===== src/inc/vga_status_params.svh =====
// port addresses, field positions and reset values of the general
// control and status register group; assumes 16-bit i/o addresses
`ifndef VGA_STATUS_PARAMS_SVH
`define VGA_STATUS_PARAMS_SVH

`define PORT_STATUS_MONO    16'h03BA
`define PORT_STATUS_COLOUR  16'h03DA
`define PORT_STATUS_ZERO    16'h03C2
`define PORT_FEATURE_READ   16'h03CA
`define PORT_MISC_READ      16'h03CC

`define MISC_EMU_BIT        0
`define MISC_MEM_EN_BIT     1
`define MISC_CLK_LSB        2
`define MISC_PAGE_BIT       5
`define MISC_HPOL_BIT       6
`define MISC_VPOL_BIT       7
`define FEATURE_VSYNC_BIT   3
`define ST0_SENSE_BIT       4
`define ST0_IRQ_BIT         7
`define ST1_BLANK_BIT       0
`define ST1_VRETRACE_BIT    3
`define ST1_FB_LSB          4

`define MISC_RESET          8'h00
`define FEATURE_RESET       8'h00
`define MISC_WMASK          8'hEF
`define FEATURE_WMASK       8'h08
`define UNMAPPED_DATA       8'h00
`define DOT_CLK_FIXED_SEL   2'h0

`endif


===== src/inc/vga_status_pkg.sv =====
// types shared by the general status register group
// no dependencies
package vga_status_pkg;

  typedef enum logic [1:0] {
    mode_native,
    mode_centered,
    mode_upper_left
  } display_mode_t;

  typedef enum logic [2:0] {
    port_none,
    port_zero_misc,
    port_one_feature,
    port_feature_rd,
    port_misc_rd
  } port_t;

  typedef enum logic {
    acc_idle,
    acc_answer
  } access_state_t;

endpackage


===== src/hw/vga_retrace_source.sv =====
// retrace and blanking status source selection
// assumes all blanking inputs are synchronous levels on mclk_i
`timescale 1ns/100ps
`default_nettype none

module vga_retrace_source
(
  input  wire logic mclk_i,
  input  wire logic nrst_i,
  input  wire logic vga_disable_i,
  input  wire logic vgen_vblank_i,
  input  wire logic vgen_hblank_i,
  input  wire logic pipe_sel_i,
  input  wire logic pipe_a_vblank_i,
  input  wire logic pipe_a_hblank_i,
  input  wire logic pipe_b_vblank_i,
  input  wire logic pipe_b_hblank_i,
  output logic      vretrace_o,
  output logic      blank_o
);

  logic vb;
  logic hb;

  // internal pixel generation timing, not the sync sent out
  always_comb
  begin
    if (!vga_disable_i)
    begin
      vb = vgen_vblank_i;
      hb = vgen_hblank_i;
    end
    else if (pipe_sel_i)
    begin
      vb = pipe_b_vblank_i;
      hb = pipe_b_hblank_i;
    end
    else
    begin
      vb = pipe_a_vblank_i;
      hb = pipe_a_hblank_i;
    end
  end

  always_ff @(posedge mclk_i or negedge nrst_i)
  begin
    if (!nrst_i)
    begin
      vretrace_o <= 1'b0;
      blank_o    <= 1'b0;
    end
    else
    begin
      vretrace_o <= vb;
      blank_o    <= vb | hb;
    end
  end

endmodule

`default_nettype wire


===== src/hw/vga_colour_feedback.sv =====
// picks two of the eight palette colour bits for status feedback
// assumes colour bits synchronous to mclk_i
`timescale 1ns/100ps
`default_nettype none

module vga_colour_feedback
(
  input  wire logic       mclk_i,
  input  wire logic       nrst_i,
  input  wire logic [7:0] colour_i,
  input  wire logic [1:0] sel_i,
  output logic      [1:0] feedback_o
);

  always_ff @(posedge mclk_i or negedge nrst_i)
  begin
    if (!nrst_i)
      feedback_o <= 2'h0;
    else
      feedback_o <= colour_i[{sel_i, 1'b0} +: 2];
  end

endmodule

`default_nettype wire


===== src/hw/vga_general_status_regs.sv =====
// general control and status register group on legacy i/o ports
// assumes a host issuing one-cycle read/write strobes with byte lanes
`timescale 1ns/100ps
`default_nettype none
`include "vga_status_params.svh"

module vga_general_status_regs
(
  input  wire logic                         mclk_i,
  input  wire logic                         nrst_i,
  input  wire logic [15:0]                  io_addr_i,
  input  wire logic                         io_rd_i,
  input  wire logic                         io_wr_i,
  input  wire logic [1:0]                   io_be_i,
  input  wire logic [15:0]                  io_wdata_i,
  output logic      [15:0]                  io_rdata_o,
  output logic                              io_ack_o,
  output logic                              io_claim_o,
  output logic                              io_misaligned_o,
  input  wire logic                         vga_disable_i,
  input  wire logic                         vgen_vblank_i,
  input  wire logic                         vgen_hblank_i,
  input  wire logic                         vga_pipe_sel_i,
  input  wire logic                         pipe_a_vblank_i,
  input  wire logic                         pipe_a_hblank_i,
  input  wire logic                         pipe_b_vblank_i,
  input  wire logic                         pipe_b_hblank_i,
  input  wire logic [7:0]                   palette_colour_i,
  input  wire logic [1:0]                   colour_plane_sel_i,
  input  wire vga_status_pkg::display_mode_t display_mode_i,
  output logic                              emulation_colour_o,
  output logic                              mem_window_en_o,
  output logic                              page_select_o,
  output logic                              hsync_neg_o,
  output logic                              vsync_neg_o,
  output logic      [1:0]                   dot_clk_sel_o,
  output logic                              dot_clk_fixed_o,
  output logic                              feature_vsync_ctl_o
);

  logic [7:0]                    misc_reg;
  logic [7:0]                    misc_next;
  logic [7:0]                    feature_reg;
  logic [7:0]                    feature_next;
  vga_status_pkg::access_state_t acc_reg;
  logic                          vretrace;
  logic                          blank;
  logic [1:0]                    feedback;
  logic [7:0]                    status_zero;
  logic [7:0]                    status_one;
  logic                          req;
  logic                          word_req;
  logic                          misaligned;
  logic [15:0]                   lane_addr [2];
  logic [15:0]                   rdata_next;
  logic                          claim_next;

  // one decode shared by the read and the write paths of both lanes
  function automatic vga_status_pkg::port_t decode_port
  (
    input logic [15:0] addr,
    input logic        colour
  );
    logic [15:0] status_one_port;
    status_one_port = colour ? `PORT_STATUS_COLOUR
                             : `PORT_STATUS_MONO;
    if (addr == `PORT_STATUS_ZERO)
      decode_port = vga_status_pkg::port_zero_misc;
    else if (addr == status_one_port)
      decode_port = vga_status_pkg::port_one_feature;
    else if (addr == `PORT_FEATURE_READ)
      decode_port = vga_status_pkg::port_feature_rd;
    else if (addr == `PORT_MISC_READ)
      decode_port = vga_status_pkg::port_misc_rd;
    else
      decode_port = vga_status_pkg::port_none;
  endfunction

  function automatic logic [7:0] read_port
  (
    input vga_status_pkg::port_t p,
    input logic [7:0]            st0,
    input logic [7:0]            st1,
    input logic [7:0]            fc,
    input logic [7:0]            misc
  );
    case (p)
      vga_status_pkg::port_zero_misc:
        read_port = st0;
      vga_status_pkg::port_one_feature:
        read_port = st1;
      vga_status_pkg::port_feature_rd:
        read_port = fc;
      vga_status_pkg::port_misc_rd:
        read_port = misc;
      default:
        read_port = `UNMAPPED_DATA;
    endcase
  endfunction

  vga_retrace_source u_retrace
  (
    .mclk_i          (mclk_i),
    .nrst_i          (nrst_i),
    .vga_disable_i   (vga_disable_i),
    .vgen_vblank_i   (vgen_vblank_i),
    .vgen_hblank_i   (vgen_hblank_i),
    .pipe_sel_i      (vga_pipe_sel_i),
    .pipe_a_vblank_i (pipe_a_vblank_i),
    .pipe_a_hblank_i (pipe_a_hblank_i),
    .pipe_b_vblank_i (pipe_b_vblank_i),
    .pipe_b_hblank_i (pipe_b_hblank_i),
    .vretrace_o      (vretrace),
    .blank_o         (blank)
  );

  vga_colour_feedback u_feedback
  (
    .mclk_i     (mclk_i),
    .nrst_i     (nrst_i),
    .colour_i   (palette_colour_i),
    .sel_i      (colour_plane_sel_i),
    .feedback_o (feedback)
  );

  // status zero: only the sense bit is ever set
  always_comb
  begin
    status_zero                 = 8'h00;
    status_zero[`ST0_IRQ_BIT]   = 1'b0;
    status_zero[`ST0_SENSE_BIT] = 1'b1;
  end

  always_comb
  begin
    status_one                                = 8'h00;
    status_one[`ST1_BLANK_BIT]                = blank;
    status_one[`ST1_VRETRACE_BIT]             = vretrace;
    status_one[`ST1_FB_LSB +: 2]              = feedback;
  end

  assign lane_addr[0] = io_addr_i;
  assign lane_addr[1] = io_addr_i + 16'h0001;

  assign req      = io_rd_i | io_wr_i;
  assign word_req = io_be_i == 2'h3;
  // odd word cycles are not decoded at all rather than split
  assign misaligned = word_req & io_addr_i[0];

  // read data per lane; a lane not enabled reads as zero
  always_comb
  begin
    rdata_next = 16'h0000;
    claim_next = 1'b0;
    for (int i = 0; i < 2; i++)
    begin
      if (io_be_i[i] && !misaligned)
      begin
        rdata_next[i*8 +: 8] = read_port(
          decode_port(lane_addr[i], misc_reg[`MISC_EMU_BIT]),
          status_zero, status_one, feature_reg, misc_reg);
        if (decode_port(lane_addr[i], misc_reg[`MISC_EMU_BIT])
            != vga_status_pkg::port_none)
          claim_next = 1'b1;
      end
    end
  end

  // write path: each enabled lane steers its own byte
  always_comb
  begin
    misc_next    = misc_reg;
    feature_next = feature_reg;
    for (int i = 0; i < 2; i++)
    begin
      if (io_wr_i && io_be_i[i] && !misaligned)
      begin
        case (decode_port(lane_addr[i], misc_reg[`MISC_EMU_BIT]))
          vga_status_pkg::port_zero_misc:
            misc_next = io_wdata_i[i*8 +: 8] & `MISC_WMASK;
          vga_status_pkg::port_one_feature:
            feature_next = io_wdata_i[i*8 +: 8]
                           & `FEATURE_WMASK;
          default:
            ; // read-back and unmapped ports ignore writes
        endcase
      end
    end
  end

  always_ff @(posedge mclk_i or negedge nrst_i)
  begin
    if (!nrst_i)
      misc_reg <= `MISC_RESET;
    else
      misc_reg <= misc_next;
  end

  always_ff @(posedge mclk_i or negedge nrst_i)
  begin
    if (!nrst_i)
      feature_reg <= `FEATURE_RESET;
    else
      feature_reg <= feature_next;
  end

  // bus answer: data and ack one cycle after the strobe
  always_ff @(posedge mclk_i or negedge nrst_i)
  begin
    if (!nrst_i)
    begin
      acc_reg         <= vga_status_pkg::acc_idle;
      io_ack_o        <= 1'b0;
      io_rdata_o      <= 16'h0000;
      io_claim_o      <= 1'b0;
      io_misaligned_o <= 1'b0;
    end
    else
    begin
      case (acc_reg)
        vga_status_pkg::acc_idle:
        begin
          if (req)
          begin
            acc_reg         <= vga_status_pkg::acc_answer;
            io_ack_o        <= 1'b1;
            io_rdata_o      <= io_rd_i ? rdata_next : 16'h0000;
            io_claim_o      <= claim_next;
            io_misaligned_o <= misaligned;
          end
        end
        vga_status_pkg::acc_answer:
        begin
          // back-to-back strobes still get one answer each
          acc_reg         <= req ? vga_status_pkg::acc_answer
                                 : vga_status_pkg::acc_idle;
          io_ack_o        <= req;
          io_rdata_o      <= (req && io_rd_i) ? rdata_next : 16'h0000;
          io_claim_o      <= req & claim_next;
          io_misaligned_o <= req & misaligned;
        end
        default:
        begin
          acc_reg  <= vga_status_pkg::acc_idle;
          io_ack_o <= 1'b0;
        end
      endcase
    end
  end

  assign emulation_colour_o  = misc_reg[`MISC_EMU_BIT];
  assign mem_window_en_o     = misc_reg[`MISC_MEM_EN_BIT];
  assign page_select_o       = misc_reg[`MISC_PAGE_BIT];
  assign hsync_neg_o         = misc_reg[`MISC_HPOL_BIT];
  assign vsync_neg_o         = misc_reg[`MISC_VPOL_BIT];
  assign feature_vsync_ctl_o = feature_reg[`FEATURE_VSYNC_BIT];

  // panel modes ignore the select; the panel dictates the dot clock
  always_ff @(posedge mclk_i or negedge nrst_i)
  begin
    if (!nrst_i)
    begin
      dot_clk_sel_o   <= `DOT_CLK_FIXED_SEL;
      dot_clk_fixed_o <= 1'b0;
    end
    else if (display_mode_i == vga_status_pkg::mode_native)
    begin
      dot_clk_sel_o   <= misc_reg[`MISC_CLK_LSB +: 2];
      dot_clk_fixed_o <= 1'b0;
    end
    else
    begin
      dot_clk_sel_o   <= `DOT_CLK_FIXED_SEL;
      dot_clk_fixed_o <= 1'b1;
    end
  end

endmodule

`default_nettype wire


===== config.mk =====
export PLATFORM = sky130hd
export DESIGN_NAME = vga_general_status_regs
export DESIGN_NICKNAME = d
export VERILOG_FILES = /design/src/inc/vga_status_pkg.sv /design/src/hw/vga_retrace_source.sv /design/src/hw/vga_colour_feedback.sv /design/src/hw/vga_general_status_regs.sv
export VERILOG_INCLUDE_DIRS = /design/src /design/src/inc
export SDC_FILE = /design/constraint.sdc
export NUM_CORES = 1
export LEC_CHECK = 0
export BUFFER_PORTS_ARGS = -buffer_cell sky130_fd_sc_hd__buf_2
export CAP_MARGIN = 15
export CORE_MARGIN = 4
export CORE_UTILIZATION = 49
export CTS_CLUSTER_SIZE = 12
export DETAILED_ROUTE_END_ITERATION = 7
export GPL_TIMING_DRIVEN = 0
export PLACE_DENSITY = 0.89
export RECOVER_POWER = 50
export SYNTH_ARGS = -nofsm -noshare
export SYNTH_HDL_FRONTEND = slang
export SYNTH_SLANG_ARGS = --single-unit
export TNS_END_PERCENT = 100

===== constraint.sdc =====
create_clock -name mclk_i -period 2.4 [get_ports mclk_i]
set_input_delay 0.12 -clock mclk_i [delete_from_list [all_inputs] [get_ports mclk_i]]
set_output_delay 0.12 -clock mclk_i [all_outputs]
set_load 0.1 [all_outputs]

After elaboration in Yosys (flattened, before gate mapping)
Index checks and enable logic that the tools add are counted.
{"block": "op_classes", "add_sub_neg": 1, "eq_ne": 22, "shifts": 1, "mux": 46, "bitwise_logic": 6, "reduce_logical": 11}
{"op": "16-bit by 10-bit == test with 1-bit output, second input constant", "count": 6}
{"op": "8-bit two-way mux", "count": 10}
{"op": "8-bit case mux with 4 select lines", "count": 2}
{"op": "16-bit two-way mux", "count": 3}
{"op": "3-bit two-way mux", "count": 12}
{"op": "16-bit case mux with 2 select lines", "count": 1}
{"op": "3-bit by 2-bit == test with 1-bit output, second input constant", "count": 6}
{"op": "16-bit by 1-bit adder with 16-bit output, second input constant", "count": 1}
{"op": "16-bit by 10-bit == test with 1-bit output", "count": 1}
{"op": "16-bit == test", "count": 1}
{"op": "1-bit two-way mux", "count": 13}
{"op": "3-bit by 1-bit == test with 1-bit output, second input constant", "count": 4}
{"op": "8-bit by 4-bit indexed part select with 2-bit output", "count": 1}
{"op": "1-bit logical AND", "count": 7}
{"op": "7-bit two-way mux", "count": 1}
{"op": "3-bit == test, second input constant", "count": 2}
{"op": "1-bit case mux with 2 select lines", "count": 3}
{"op": "3-bit nonzero test", "count": 2}
{"op": "1-bit AND", "count": 3}
{"op": "2-bit == test, second input constant", "count": 1}
{"op": "2-bit logical NOT", "count": 1}
{"op": "2-bit two-way mux", "count": 1}
{"op": "2-bit != test, second input constant", "count": 1}
{"op": "1-bit bitwise OR", "count": 2}
{"op": "other kinds (2)", "count": 2}
{"block": "word_totals", "regBits": 43, "in_bits": 58, "out_inout_bits": 28, "wordCells": 99}

Longest topological paths before layout
Gate-level depths: netlist of run 1.
{"block": "logic_depth", "depth_word": 13, "mapped_depth": 8}

By module
From an unflattened synthesis of run 1, not the netlist that was laid out.
{"block": "hier_totals", "hier_cells": 232, "hier_area_um2": 2362.3}
{"mod": "vga_general_status_regs", "n_inst": 1, "cells_each": 219, "area_per_inst_um2": 2165.8, "seq_area_each_um2": 975.9}
{"mod": "vga_colour_feedback", "n_inst": 1, "cells_each": 4, "area_per_inst_um2": 102.6, "seq_area_each_um2": 50.0}
{"mod": "vga_retrace_source", "n_inst": 1, "cells_each": 9, "area_per_inst_um2": 93.8, "seq_area_each_um2": 50.0}

Worst setup path before layout of run 1
Ideal clock, no wire load.
{"block": "synth_timing", "path_kind": "register to register", "startpoint": "register misc_reg[0]", "endpoint": "register feature_reg[3]", "arrival_time_ps": 2672, "required_ps": 2273, "path_slack_ps": -399, "path_stages_with_launch": 8, "path_cell_list": "dfrtp_1 clkbuf_1 inv_1 a2bb2oi_1 nor4_2 and4_1 mux2_1 mux2_1"}
{"block": "synth_via", "elab_chain_len": 10, "word_cells_on_any_way": 15}
{"element": "start: declaration", "line_no": "vga_general_status_regs.sv:41", "text": "logic [7:0] misc_reg;"}
{"element": "start signal: assignment", "line_no": "vga_general_status_regs.sv:194", "text": "misc_reg <= `MISC_RESET;"}
{"element": "start signal: assignment", "line_no": "vga_general_status_regs.sv:196", "text": "misc_reg <= misc_next;"}
{"element": "7-bit two-way mux (no line) (*)"}
{"element": "16-bit == test", "line_no": "vga_general_status_regs.sv:69", "text": "else if (addr == status_one_port)"}
{"element": "3-bit two-way mux", "line_no": "vga_general_status_regs.sv:69"}
{"element": "3-bit two-way mux", "line_no": "vga_general_status_regs.sv:67", "text": "if (addr == `PORT_STATUS_ZERO)"}
{"element": "3-bit two-way mux", "line_no": "vga_general_status_regs.sv:176", "text": "if (io_wr_i && io_be_i[i] && !misaligned)"}
{"element": "3-bit by 2-bit == test with 1-bit output", "line_no": "vga_general_status_regs.sv:178", "text": "case (decode_port(lane_addr[i], misc_reg[`MISC_EMU_BIT]))"}
{"element": "8-bit two-way mux", "line_no": "vga_general_status_regs.sv:178"}
{"element": "8-bit two-way mux", "line_no": "vga_general_status_regs.sv:176"}
{"element": "8-bit two-way mux", "line_no": "vga_general_status_regs.sv:178"}
{"element": "8-bit two-way mux (*)", "line_no": "vga_general_status_regs.sv:176"}
{"element": "via feature_next[3]", "line_no": "vga_general_status_regs.sv:44", "text": "logic [7:0] feature_next;"}
{"element": "end signal: assignment", "line_no": "vga_general_status_regs.sv:202", "text": "feature_reg <= `FEATURE_RESET;"}
{"element": "end signal: assignment", "line_no": "vga_general_status_regs.sv:204", "text": "feature_reg <= feature_next;"}
{"element": "end: declaration", "line_no": "vga_general_status_regs.sv:43", "text": "logic [7:0] feature_reg;"}
The timed path passes the listed nets; every way through them passes the cells marked *. The select of a mux whose other input is x is not followed.
A chain may end at the register's enable or synchronous reset.

Worst setup path in the final report of run 1
{"block": "layout_timing", "startpoint": "input port io_addr_i[14]", "endpoint": "register misc_reg[0]"}
{"block": "layout_via", "elab_chain_len": 11, "word_cells_on_any_way": 25}
{"element": "start: declaration", "line_no": "vga_general_status_regs.sv:11", "text": "input wire logic [15:0] io_addr_i,"}
{"element": "branches (longest 10 deep; another with 16-bit by 1-bit adder with 16-bit output)"}
{"element": "8-bit two-way mux (*)", "line_no": "vga_general_status_regs.sv:176"}
{"element": "via misc_next[0]", "line_no": "vga_general_status_regs.sv:42", "text": "logic [7:0] misc_next;"}
Mark *: on every way through the listed nets, which the timed path passes. The select of a mux whose other input is x is not followed.

==> flow_results.org, run 1 <==
** Power
- For this design the ratio of total power to cell area is between 400 and 500 nW/µm².
- Share of power burned in registers :: between 50% and 60%
- In this run, the combinational gates consume 11.6% of the power.
- Leakage dissipation :: 1.234 nW
- Net switching is 23.33% of the power.
- Internal Pwr Total :: 1.100 mW
- Across the VDD grid, the largest voltage drop is 0.0003279 V.
- Of the total power, the clock network draws 36.7%.
- Summed over all nets, the switching power comes to 0.3348 mW.

** Critical path
- Critical Path RT :: 2.55 ns
- Among all stages on the critical path, the largest delay is contributed by nor4_4.
- The startpoint identified for the worst register-to-register timing path is misc_reg[0].
- The endpoint identified for the worst register-to-register timing path is feature_reg[3].
- Data on the critical path arrives at its endpoint at 2.43 ns.
- The critical path is of the input port to flip-flop type.
- Of all nets on the critical path, the largest fanout is 8.
- The signal on the critical path passes through buf_2 -> or4_4 -> or3_4 -> or2_4 -> nor4_4 -> mux2i_1 -> a21oi_1.
- Across all register-to-register paths, the minimum setup slack is 0.12 ns.
- The worst setup path is launched from an input port.
- CP endpoint kind :: flip-flop
- Reg2reg path depth :: 7
- For this run, the slowest stage of the critical path takes 0.59 ns.

** STA
- Minimum clock period after layout :: 2.286 ns
- Ratio of final minimum period to clock period :: 95.23%
- At the pin with the least slew margin, the transition time is 1.194 ns.
- Smallest setup slack after layout :: around 0.11 ns
- Setup violations remaining at the end of the flow were counted as 0.
- Peak clock frequency supported by timing :: about 0.44 GHz
- Headroom to the max-slew limit came out at 20.74%.
- For the final routed database, the setup TNS stands at 0 ns.
- Setup repair after global routing missed its margin :: no
- Clock skew on the completed layout was measured at around 0.0075 ns.
- The count of endpoints failing hold in the final timing report is 0.
- Slew Viols, Final :: 0

** Floorplanning
- Number of primary I/O pins :: 86
- Cell row count :: 24
- The floorplan step defined a die boundary enclosing approximately 6000 µm².
- The floorplan step set the die width to 76.73 µm.
- The initial utilization of the core area, before any placement, comes to 51.73%.
- Std-Cell Core Area :: between 4000 and 5000 µm²
- The die is 76.73 µm tall.

** Detailed routing
- Number of violations reported at the end of detailed-routing iteration 0 :: 195
- In the final routed layout, each cell accounts on average for ~16 µm.
- Vias :: 2185
- In the routed layout, each cell is associated on average with a via count of 5.874.
- Once detail routing completed, the nets flagged for antenna violations numbered 0.
- Before antenna repair, the detailed router went through 8 iterations.
- Total Routed Length :: 6.099 mm
- For this run, design rule violations remaining after detail routing come to 0.

** Yosys
- The top cell type by area accounts for 46.49% of the synthesized area.
- In this run, distinct cell masters in the synthesized netlist total 50.
- The cell count after synthesis came out at 230.
- The number of nets in the synthesized netlist is approximately 290.
- The most used flip-flop cell after synthesis is dfrtp_1.
- Summed instance area of the synthesized netlist :: 2315 µm²
- Commonest cells in the netlist :: dfrtp_1, nand2_1, nor2_1, a21oi_1, a22oi_1
- Synth Warn # :: 0
- Sequential area share after synthesis :: between 40 and 50%
- After synthesis, the share of flip-flops with an asynchronous set or reset is 100.0%.
- Dominant cells by area after synthesis :: dfrtp_1, mux2i_1, a22oi_1, nand2_1, nor2_1
- Count of flip-flops with a built-in enable after synthesis :: 0
- Leading area contributor after synthesis :: dfrtp_1
- Library cell with the highest instance count after synthesis :: dfrtp_1
- Synth Area per Inst :: 10.06 µm²
- After synthesis the netlist holds a flip-flop and latch count of 43.

** Cells and area
- The register with the most flip-flops in the layout has 16 of them.
- Cells with a size suffix above 1 make up 24.69% of the layout.
- Number of fill cells :: 370
- After the last flow step, the layout net total stands at 378.
- Number of antenna repair diodes :: 0
- From synthesis to final layout, the design area changed by 25.57%.

** CTS
- Clock transition at the register clock pins on the worst setup and hold paths after CTS :: 0.07 ns
- The number of clock buffers added by TritonCTS is 5.
- TritonCTS built the clock tree.
- Maximum level of the CTS H-tree :: 2
- Clock Root Buffer :: clkbuf_8
- Clock latency on the worst-skew pair, taken at its later pin, is 0.29 ns.
- Maximum root-to-sink buffer count :: 2
- Clock tree synthesis found a total of 43 sinks.

** Global routing
- GRT Total Usage :: 20.28%
- The via count of the first global-routing pass is 2102.
- Global-route wire length before repair :: 9.825 mm
- For this run the aggregate overflow at the end of global routing stands at 0.
- Entering global routing, the biggest net connects 44 pins.
- Number of antenna violations at the first check in global routing :: 0

** Hold path
- For hold timing, the worst endpoint is dot_clk_fixed_o.
- Worst hold path class :: input port to flip-flop
- Hold Path Stages :: 2
- The startpoint identified for the worst hold timing path is display_mode_i[0].

** Placement
- At the end of routability-driven placement, the weighted congestion stood at 0.8176.
- HPWL after DPL :: 4.660 mm
- Timing analysis after detailed placement gives a worst setup slack of -0.2105 ns.
- Count of input and output buffers :: 80

** Job
- The tool flagged a number of max-cap violations equal to 0.

** Run status
- The run finished with clean final reports.
logic make-up after synthesis:
logic type / synth area share [%]
buffers and inverters: 2.270
flip-flops: 46.49
AO/OA/AOI/OAI: 19.08
AND/OR/NAND/NOR: 23.57
XOR/XNOR: 0.3784
multiplexers: 8.216
critical path, delay by kind of cell:
family	cells	cell delay, ns
AND/OR/NAND/NOR	4	1.83
multiplexers	1	0.28
buffers and inverters	1	0.10
AO/OA/AOI/OAI	1	0.10
metal layers:
layer  part of all wire (%)  wire (µm)  track usage (%)
met1                     42       2544            26.84
met5                      0          0                0
met4                    1.5         89            4.891
met3                    9.0        550            4.215
met2                     48       2916            34.06
repair_timing:
item,4_1_cts,5_1_grt
hold buffers,1,0
setup endpoints to repair,0,15
gates resized for setup,0,4
hold endpoints to repair,35,0
buffers inserted,0,2
cell type report:
class	instances	area [µm²]	area share (%)
multi-input combinational	174	1216	41.84
sequential	43	1080	37.15
timing repair buffer	83	389.1	13.39
clock buffer	6	72.57	2.497
tap	52	65.06	2.238
clock inverter	1	30.03	1.033
buffer	6	27.53	0.9471
inverter	7	26.28	0.9040
layout by cell type (no fill, tap or decap), types with 2 or more instances in the layout:
cell / netlist / routed
clkbuf_1: 3 / 32
a21oi_1: 12 / 12
nand4_1: 5 / 5
nand3_1: 9 / 9
buf_4: 0 / 2
mux2_1: 2 / 2
mux4_2: 2 / 2
mux2_2: 2 / 2
a211oi_1: 2 / 2
mux2i_1: 10 / 10
a22o_1: 4 / 4
and3b_1: 2 / 2
nand2_1: 22 / 22
nor2b_1: 2 / 2
dfrtp_1: 43 / 42
o21ai_0: 4 / 3
nand3b_1: 3 / 3
a22oi_1: 11 / 11
or2_2: 2 / 2
nor3_1: 4 / 4
clkbuf_8: 0 / 5
nor4_4: 1 / 2
a211o_1: 2 / 2
and2_1: 8 / 8
o21ai_1: 8 / 9
o2bb2ai_1: 4 / 4
o31ai_1: 4 / 4
nand2b_1: 4 / 4
and4_1: 2 / 2
buf_2: 3 / 53
nor2_1: 21 / 21
inv_1: 7 / 7
clkbuf_2: 0 / 2
a222oi_1: 3 / 3
power by group through the flow:
| stage | Sequential, mW | Combinational [mW] | Clock, mW |
|---|---|---|---|
| detailed placement | 0.755 | 0.164 | 0 |
| floorplan | 0.778 | 0.0570 | 0 |
| global route | 0.742 | 0.184 | 0.564 |
| finish | 0.741 | 0.167 | 0.527 |
| global placement | 0.754 | 0.159 | 0 |
| CTS | 0.741 | 0.166 | 0.532 |
worst max-delay path by stage:
stage                       start  depth (start not counted)  slack [ns]             end
CTS                 io_addr_i[14]                          7        0.06  feature_reg[3]
global route          misc_reg[0]                          6       0.007  feature_reg[3]
global placement    io_addr_i[14]                          7       -0.24  feature_reg[3]
detailed placement  io_addr_i[14]                          7       -0.21  feature_reg[3]
floorplan           io_addr_i[14]                          6        0.04  feature_reg[3]
finish              io_addr_i[14]                          7        0.11     misc_reg[0]
per-stage QoR:
step | cells | hold slack, ns | total power [mW] | utilization [%] | area [µm²]
6_report | 372 | 0.04974 | 1.435 | 64.96 | 2907
5_1_grt | 372 | 0.05437 | 1.489 | 64.96 | 2907
4_1_cts | 370 | 0.04838 | 1.439 | 64.96 | 2907
3_5_place_dp | 362 | 0.3050 | 0.9190 | 62.44 | 2794
3_3_place_gp | 362 | 0.2923 | 0.9137 | 62.44 | 2794
2_1_floorplan | 230 | -0.1756 | 0.8350 | - | 2328
(Power assumes the default switching activity.)
==> run 2: changes to the inputs <==
Settings changed: SETUP_SLACK_MARGIN set to 0.4.
==> flow_results.org, run 2 (synthesized netlist as in run 1, its figures left out) <==
** CTS
- The tree is rooted in a clkbuf_8.
- The clock latency reported for the late side of the worst-skew pair came to 0.30 ns (about the same).
- Maximum level of the CTS H-tree :: 2 (unchanged)
- Maximum root-to-sink buffer count :: 2 (unchanged)
- Number of buffers inserted during clock tree synthesis :: 5 (unchanged)
- TritonCTS built the clock tree.
- The clock edge transition at the registers on the reported setup and hold paths was 0.07 ns (about the same).
- The number of sinks driven by the clock tree came to 43 (unchanged).

** Floorplanning
- Initial Utilization :: 51.73% (unchanged)
- The number of ports placed on the die boundary is 86 (unchanged).
- Cell row count :: 24 (unchanged)
- The area of the die came to 5887 µm² (unchanged).
- The core area was 4474 µm² (unchanged).
- DIE WIDTH :: 76.73 µm (unchanged)
- Die height :: 76.73 µm (unchanged)

** Cells and area
- Number of cells in the finished layout apart from fillers :: 385 (+3.5%)
- Number of fill cells :: 326 (-12%)
- Post-Route Utilization :: 69.32% (+4.4 points)
- Fraction of final layout cells sized beyond drive strength 1 :: 33.03% (+8.3 points)
- The number of flip-flops under the largest register name came to 16 (unchanged).
- Relative to the synthesized area, the layout overhead comes to 34.00%.
- Leading cell types in the layout, fill and taps excluded :: buf_2, dfrtp_1, clkbuf_1
- Leading cell type in the layout, fill and taps excluded :: buf_2
- Number of antenna repair diodes :: 0 (unchanged)
- Layout Cell Area excl Fill :: 3102 µm² (+6.7%)
- Total Nets Final :: 390 (+3.2%)

** Critical path
- The worst endpoint data arrival time is 2.27 ns (-0.16 ns).
- The slowest stage of the critical path belongs to the cell a2111oi_4.
- The critical path in this run is classified as flip-flop to flip-flop.
- CP endpoint kind :: flip-flop
- Endpoint of the most critical register-to-register path :: feature_reg[3]
- The startpoint identified for the worst register-to-register timing path is misc_reg[0].
- Worst-path fanout max :: 8 (unchanged)
- Traced cell by cell, the critical path runs through buf_8 -> o211ai_1 -> a211o_1 -> a2111oi_4 -> nand3_1 -> mux2_4.
- The minimum setup slack among reg-to-reg paths is 0.32 ns (+0.20 ns).
- Max stage delay on crit path :: 0.45 ns (-0.14 ns)
- The data required time of the worst path was 2.59 ns (+0.04 ns).
- In this design, the largest share of critical-path delay is due to compound AO/OA/AOI/OAI gates.
- The number of cell instances on the worst register-to-register path was 6 (-1).
- Startpoint Class :: flip-flop
- Buf/Inv on CP :: 1 (unchanged)

** STA
- The fraction of the cycle the final worst path needs came to 86.71% (-8.5 points).
- Post-Route Skew :: 0.004305 ns (-0.003219 ns)
- The minimum setup slack in the final design was 0.3191 ns (+0.2047 ns).
- Setup repair after global routing missed its margin :: yes
- The final max-slew violation count came to 0 (unchanged).
- The highest attainable clock frequency is 0.4806 GHz (+9.8%).
- Minimum clock period after layout :: 2.081 ns (-0.2047 ns)
- Count of final setup violators :: 0 (unchanged)
- The count of endpoints failing hold in the final timing report was 0 (unchanged).
- The worst slew margin relative to its limit is 21.01% (+0.28 points).
- The transition at the pin with the smallest max-transition slack came to 1.190 ns (-0.004180 ns).

** Detailed routing
- Drt drc :: 0 (unchanged)
- Vias :: 2314 (+5.9%)
- ANT nets after route :: 0 (unchanged)
- The aggregate routed wire length was 6.766 mm (+11%).
- DR WL/cell :: 17.57 µm (+7.2%)
- Via-per-instance ratio :: 6.010 (+2.3%)
- Router iterations before antenna repair :: 7 (-1)
- The first-iteration detailed-routing DRC count came to 183 (-6.2%).

** Global routing
- The final global-route overflow total came to 0 (unchanged).
- The number of antenna violations at the first check in global routing came to 0 (unchanged).
- The combined global-route utilization of all metal layers is 22.34% (+2.1 points).
- The first-pass GRT wire length came to 10.53 mm (+7.2%).
- The maximum number of pins on one net before global-route repair was 44 (unchanged).
- The via count of the first global-routing pass is 2249 (+7.0%).

** Power
- The total power after layout was 1.422 mW (-0.88%).
- Leakage dissipation :: 1.344 nW (+8.9%)
- Power density normalized to cell area :: 458.5 nW/µm² (-7.1%)
- The peak ir drop on the vdd network came to 0.0003148 V (-4.0%).

** Run status
- Run status :: completed

** Hold path
- The tightest min-delay check is of the input port to flip-flop type.
- Hold worst-path end :: dot_clk_fixed_o
- The worst hold path begins at display_mode_i[0].
- The cell count of the worst hold path was 2 (unchanged).

** Placement
- HPWL after DPL :: 4.715 mm (+1.2%)
- Area post-placement :: 2823 µm² (+1.0%)
- The number of buffers inserted by port buffering is 80 (unchanged).
- The number of placed instances, taps included was 362 (unchanged).
- Dpl ws :: -0.1686 ns (+0.04193 ns)
- The placer congestion estimate is 0.8298 (+1.5%).

** Job
- The count of max-cap constraint violations was 0 (unchanged).
-- run 2: cell count changes in the layout (fill, tap and decap cells not counted), moves of 2 or more --
cell      change
mux2_4        +2
o21ai_1       -2
nor2_1        -3
o21ai_2       +2
buf_4        +11
buf_6         +3
nor2_2        +2
clkbuf_1      -4
clkbuf_8      +2
mux2_1        -2
-- run 2: repair_timing --
item / in CTS / in global routing
endpoints found under the hold margin: 43 / 0
setup buffers: 5 / 9
setup endpoints to repair: 19 / 31
gates cloned: 0 / 0
pin swaps: 8 / 13
gates resized for setup: 10 / 13
hold buffers: 1 / 0
-- run 2: cell type report --
type,count,area (µm²),area share [%]
sequential,43,1080,34.81
tap,52,65.06,2.098
timing repair buffer,95,499.2,16.10
buffer,6,38.79,1.251
clock buffer,8,100.1,3.227
multi-input combinational,174,1292,41.67
inverter,7,26.28,0.8471
-- run 2: through the flow --
step | hold slack [ns] | TNS [ns]
detailed placement | 0.3097 | -1.497
finish | 0.03686 | 0
floorplan | -0.1756 | 0
CTS | 0.03214 | 0
global placement | 0.2941 | -1.156
global route | 0.03658 | 0
-- run 2: worst max-delay path by stage --
stage,start,end,cells past startpoint
2_1_floorplan,misc_reg[0],feature_reg[3],7
3_3_place_gp,io_addr_i[0],feature_reg[4],7
3_5_place_dp,io_addr_i[0],feature_reg[7],7
4_1_cts,io_addr_i[12],feature_reg[3],7
5_1_grt,io_addr_i[3],feature_reg[0],9
6_report,misc_reg[0],feature_reg[3],6
-- run 2: power breakdown --
group	internal, mW	switching, mW
clock	0.263	0.238
sequential	0.734	0.00711
combinational	0.0670	0.113
-- run 2: routing by layer --
layer	up-vias	share of wire (%)	global-route usage (%)
met2	134	48	36.76
met5	-	0	0
met4	0	2.7	8.696
met1	1087	41	27.54
met3	20	8.4	6.674
li1	1073	-	-
==> run 3: changes to the inputs <==
--- a/config.mk
+++ b/config.mk
@@ -10,9 +10,9 @@
 export CAP_MARGIN = 15
 export CORE_MARGIN = 4
-export CORE_UTILIZATION = 49
+export CORE_UTILIZATION = 44
 export CTS_CLUSTER_SIZE = 12
 export DETAILED_ROUTE_END_ITERATION = 7
 export GPL_TIMING_DRIVEN = 0
-export PLACE_DENSITY = 0.89
+export PLACE_DENSITY = 0.82
 export RECOVER_POWER = 50
 export SETUP_SLACK_MARGIN = 0.4
==> constraint.sdc (replaced) <==
create_clock -name mclk_i -period 2.4 [get_ports mclk_i]
set_input_delay 0.12 -clock mclk_i [delete_from_list [all_inputs] [get_ports mclk_i]]
set_output_delay 0.12 -clock mclk_i [all_outputs]
set_load 0.005 [all_outputs]
==> flow_results.org, run 3 (synthesized netlist as in run 1, its figures left out) <==
** STA
- Setup repair after global routing missed its margin :: yes
- The fraction of the cycle the final worst path needs came to 87.13% (+0.42 points).
- Peak clock frequency supported by timing :: 0.4782 GHz (-0.48%)
- Number of hold violations in the final report :: 0 (unchanged)
- The final max-slew violation count is 0 (unchanged).
- Tightest Pin Transition :: 1.022 ns (-0.1674 ns)
- The worst slew margin relative to its limit is 31.83% (+11 points).
- Minimum clock period after layout :: 2.091 ns (+0.01012 ns)
- Count of final setup violators :: 0 (unchanged)
- The worst-case clock skew was 0.01215 ns (+0.007842 ns).
- The total negative setup slack is 0 ns (unchanged).

** Cells and area
- The number of antenna repair diodes is 0 (unchanged).
- Number of fill cells :: 465 (+43%)
- The ratio of cells with drive above 1 in the final layout is 32.73% (-0.31 points).
- Largest register FFs :: 16 (unchanged)
- Leading cell types in the layout, fill and taps excluded :: buf_2, dfrtp_1, nand2_1, clkbuf_1, nor2_1
- Relative area change from synthesis to final layout :: 31.30%
- The final non-filler cell total is 400 (+3.9%).
- Total Nets Final :: 387 (-0.77%)
- Leaving out fill and tap cells, the most frequent cell in the layout is buf_2.
- Layout Cell Area excl Fill :: 3039 µm² (-2.0%)

** Power
- The total power after layout came to 1.336 mW (-6.1%).
- The logic gate share of total power is 11.1% (-1.6 points).
- Clock network fraction of design power :: 33.3% (-1.9 points)
- The areal power density over the cells came to 439.4 nW/µm² (-4.2%).
- Net switching power figure :: 0.3332 mW (-7.0%)
- The leakage power came to 1.327 nW (-1.3%).
- The fraction of power spent switching nets came to 24.95% (-0.25 points).
- The share of power burned in registers was 55.5% (+3.4 points).
- The peak ir drop on the vdd network was 0.0002740 V (-13%).
- The design internal power came to 1.002 mW (-5.8%).

** CTS
- The clock tree buffer depth is 2 (unchanged).
- The number of clock buffers inserted by TritonCTS was 5 (unchanged).
- TritonCTS built the clock tree.
- Clock Root Buffer :: clkbuf_8
- Clock transition at the register clock pins on the worst setup and hold paths after CTS :: 0.08 ns (about the same)
- The maximum level of the CTS H-tree was 2 (unchanged).
- Number of clock sinks :: 43 (unchanged)
- The clock latency reported for the late side of the worst-skew pair came to 0.30 ns (about the same).

** Critical path
- Worst r2r src :: misc_reg[0]
- Arrival time of data at the critical path endpoint :: 2.28 ns (about the same)
- Startpoint Class :: input port
- The data required time of the worst path was 2.59 ns (about the same).
- The worst register-to-register path ends at feature_reg[3].
- Max stage delay on crit path :: 0.53 ns (+0.08 ns)
- The number of cell instances on the worst register-to-register path came to 6 (unchanged).
- Worst-path fanout max :: 3 (-5)
- Highest-delay cell along the critical path :: or4_4
- Crit Path Category :: input port to flip-flop
- The signal on the critical path passes through buf_2 -> or4_4 -> or3_4 -> nor4_4 -> and4_4 -> mux2_4 -> mux2_4.
- Cell family with most CP delay :: simple AND/OR/NAND/NOR gates
- STA classifies the critical path endpoint as a flip-flop.
- Buf/Inv on CP :: 1 (unchanged)
- The minimum setup slack among reg-to-reg paths came to 0.40 ns (+0.08 ns).
- In this design, the critical path's most frequently occurring cell is mux2_4.

** Placement
- The number of placed instances, taps included came to 380 (+5.0%).
- The post-DP HPWL came to 4.904 mm (+4.0%).
- RePlAce Congestion :: 0.8806 (+6.1%)
- Count of input and output buffers :: 80 (unchanged)
- Area post-placement :: 2825 µm² (about the same)

** Global routing
- Via count of the first global-routing pass :: 2146 (-4.6%)
- GRT Total Usage :: 20.01% (-2.3 points)
- The maximum number of pins on one net before global-route repair is 44 (unchanged).
- The first-pass GRT wire length was 9.984 mm (-5.2%).
- Number of antenna violations at the first check in global routing :: 0 (unchanged)
- The final global-route overflow total came to 0 (unchanged).

** Hold path
- The cell count of the worst hold path was 2 (unchanged).
- Source of the worst hold timing path :: display_mode_i[0]
- Hold worst-path end :: dot_clk_fixed_o
- Worst hold path class :: input port to flip-flop

** Detailed routing
- Vias :: 2228 (-3.7%)
- Number of violations reported at the end of detailed-routing iteration 0 :: 186 (+1.6%)
- Via-per-instance ratio :: 5.570 (-7.3%)
- Router iterations before antenna repair :: 5 (-2)
- The aggregate routed wire length came to 6.346 mm (-6.2%).
- The final antenna-violating net count was 0 (unchanged).
- Drt drc :: 0 (unchanged)
- DR WL/cell :: 15.87 µm (-9.7%)

** Floorplanning
- The number of ports placed on the die boundary was 86 (unchanged).
- Die Area :: 6485 µm² (+10%)
- The height of the die is 80.53 µm (+5.0%).
- The die width was 80.53 µm (+5.0%).
- Cell row count :: 26 (+8.3%)
- The core area was 5107 µm² (+14%).
- The initial core utilization came to 45.32% (-6.4 points).

** Run status
- The flow ran to the end, and the final reports show no timing, DRC or antenna violations.

** Job
- The count of max-cap constraint violations was 0 (unchanged).
[run 3: how the worst max path moves through the flow]
| stage | startpoint | cells past startpoint | endpoint |
|---|---|---|---|
| final | io_addr_i[12] | 7 | feature_reg[3] |
| after global routing | io_addr_i[12] | 7 | feature_reg[3] |
| after CTS | io_addr_i[12] | 7 | feature_reg[3] |
| after detailed placement | io_addr_i[0] | 7 | feature_reg[3] |
| after global placement | io_addr_i[0] | 7 | feature_reg[3] |
| after floorplan | io_addr_i[14] | 6 | feature_reg[3] |
[run 3: cell type report]
type | instances | area (µm²) | share of cell area [%]
repair buffers | 92 | 469.2 | 15.44
multi-input cells | 174 | 1260 | 41.46
inverters | 7 | 26.28 | 0.8646
clock buffers | 6 | 72.57 | 2.388
well taps | 70 | 87.58 | 2.882
clock inverters | 2 | 12.51 | 0.4117
plain buffers | 6 | 35.03 | 1.153
flip-flops and latches | 43 | 1076 | 35.41
[run 3: power groups by stage]
stage	combinational, mW	sequential [mW]	clock (mW)
final	0.148	0.742	0.445
after floorplan	0.0575	0.753	0
after global routing	0.165	0.743	0.488
after global placement	0.136	0.755	0
after detailed placement	0.140	0.755	0
after CTS	0.146	0.741	0.460
[run 3: metal layers]
| metal | routed length (µm) | GRT usage, % | share of wire (%) | up-vias |
|---|---|---|---|---|
| met2 | 3146 | 34.27 | 50 | 107 |
| met5 | 0 | 0 | 0 | - |
| li1 | - | - | - | 1057 |
| met4 | 76 | 6.588 | 1.2 | 0 |
| met1 | 2640 | 24.96 | 42 | 1056 |
| met3 | 484 | 4.260 | 7.6 | 8 |
[run 3: per-stage QoR]
step | setup slack [ns] | hold WS, ns | utilization, %
after floorplan | 0.1907 | -0.1756 | -
after global placement | -0.1317 | 0.2991 | 55.32
after detailed placement | -0.1962 | 0.3131 | 55.32
after CTS | 0.3117 | 0.02668 | 58.82
after global routing | 0.2387 | 0.03549 | 59.51
final | 0.3089 | 0.03326 | 59.51
[run 3: what timing repair did]
item	CTS	global route
buffers inserted	7	4
hold buffers	1	0
endpoints found under the hold margin	40	0
endpoints found under the setup margin	30	30
pin swaps	8	3
gates resized for setup	9	7
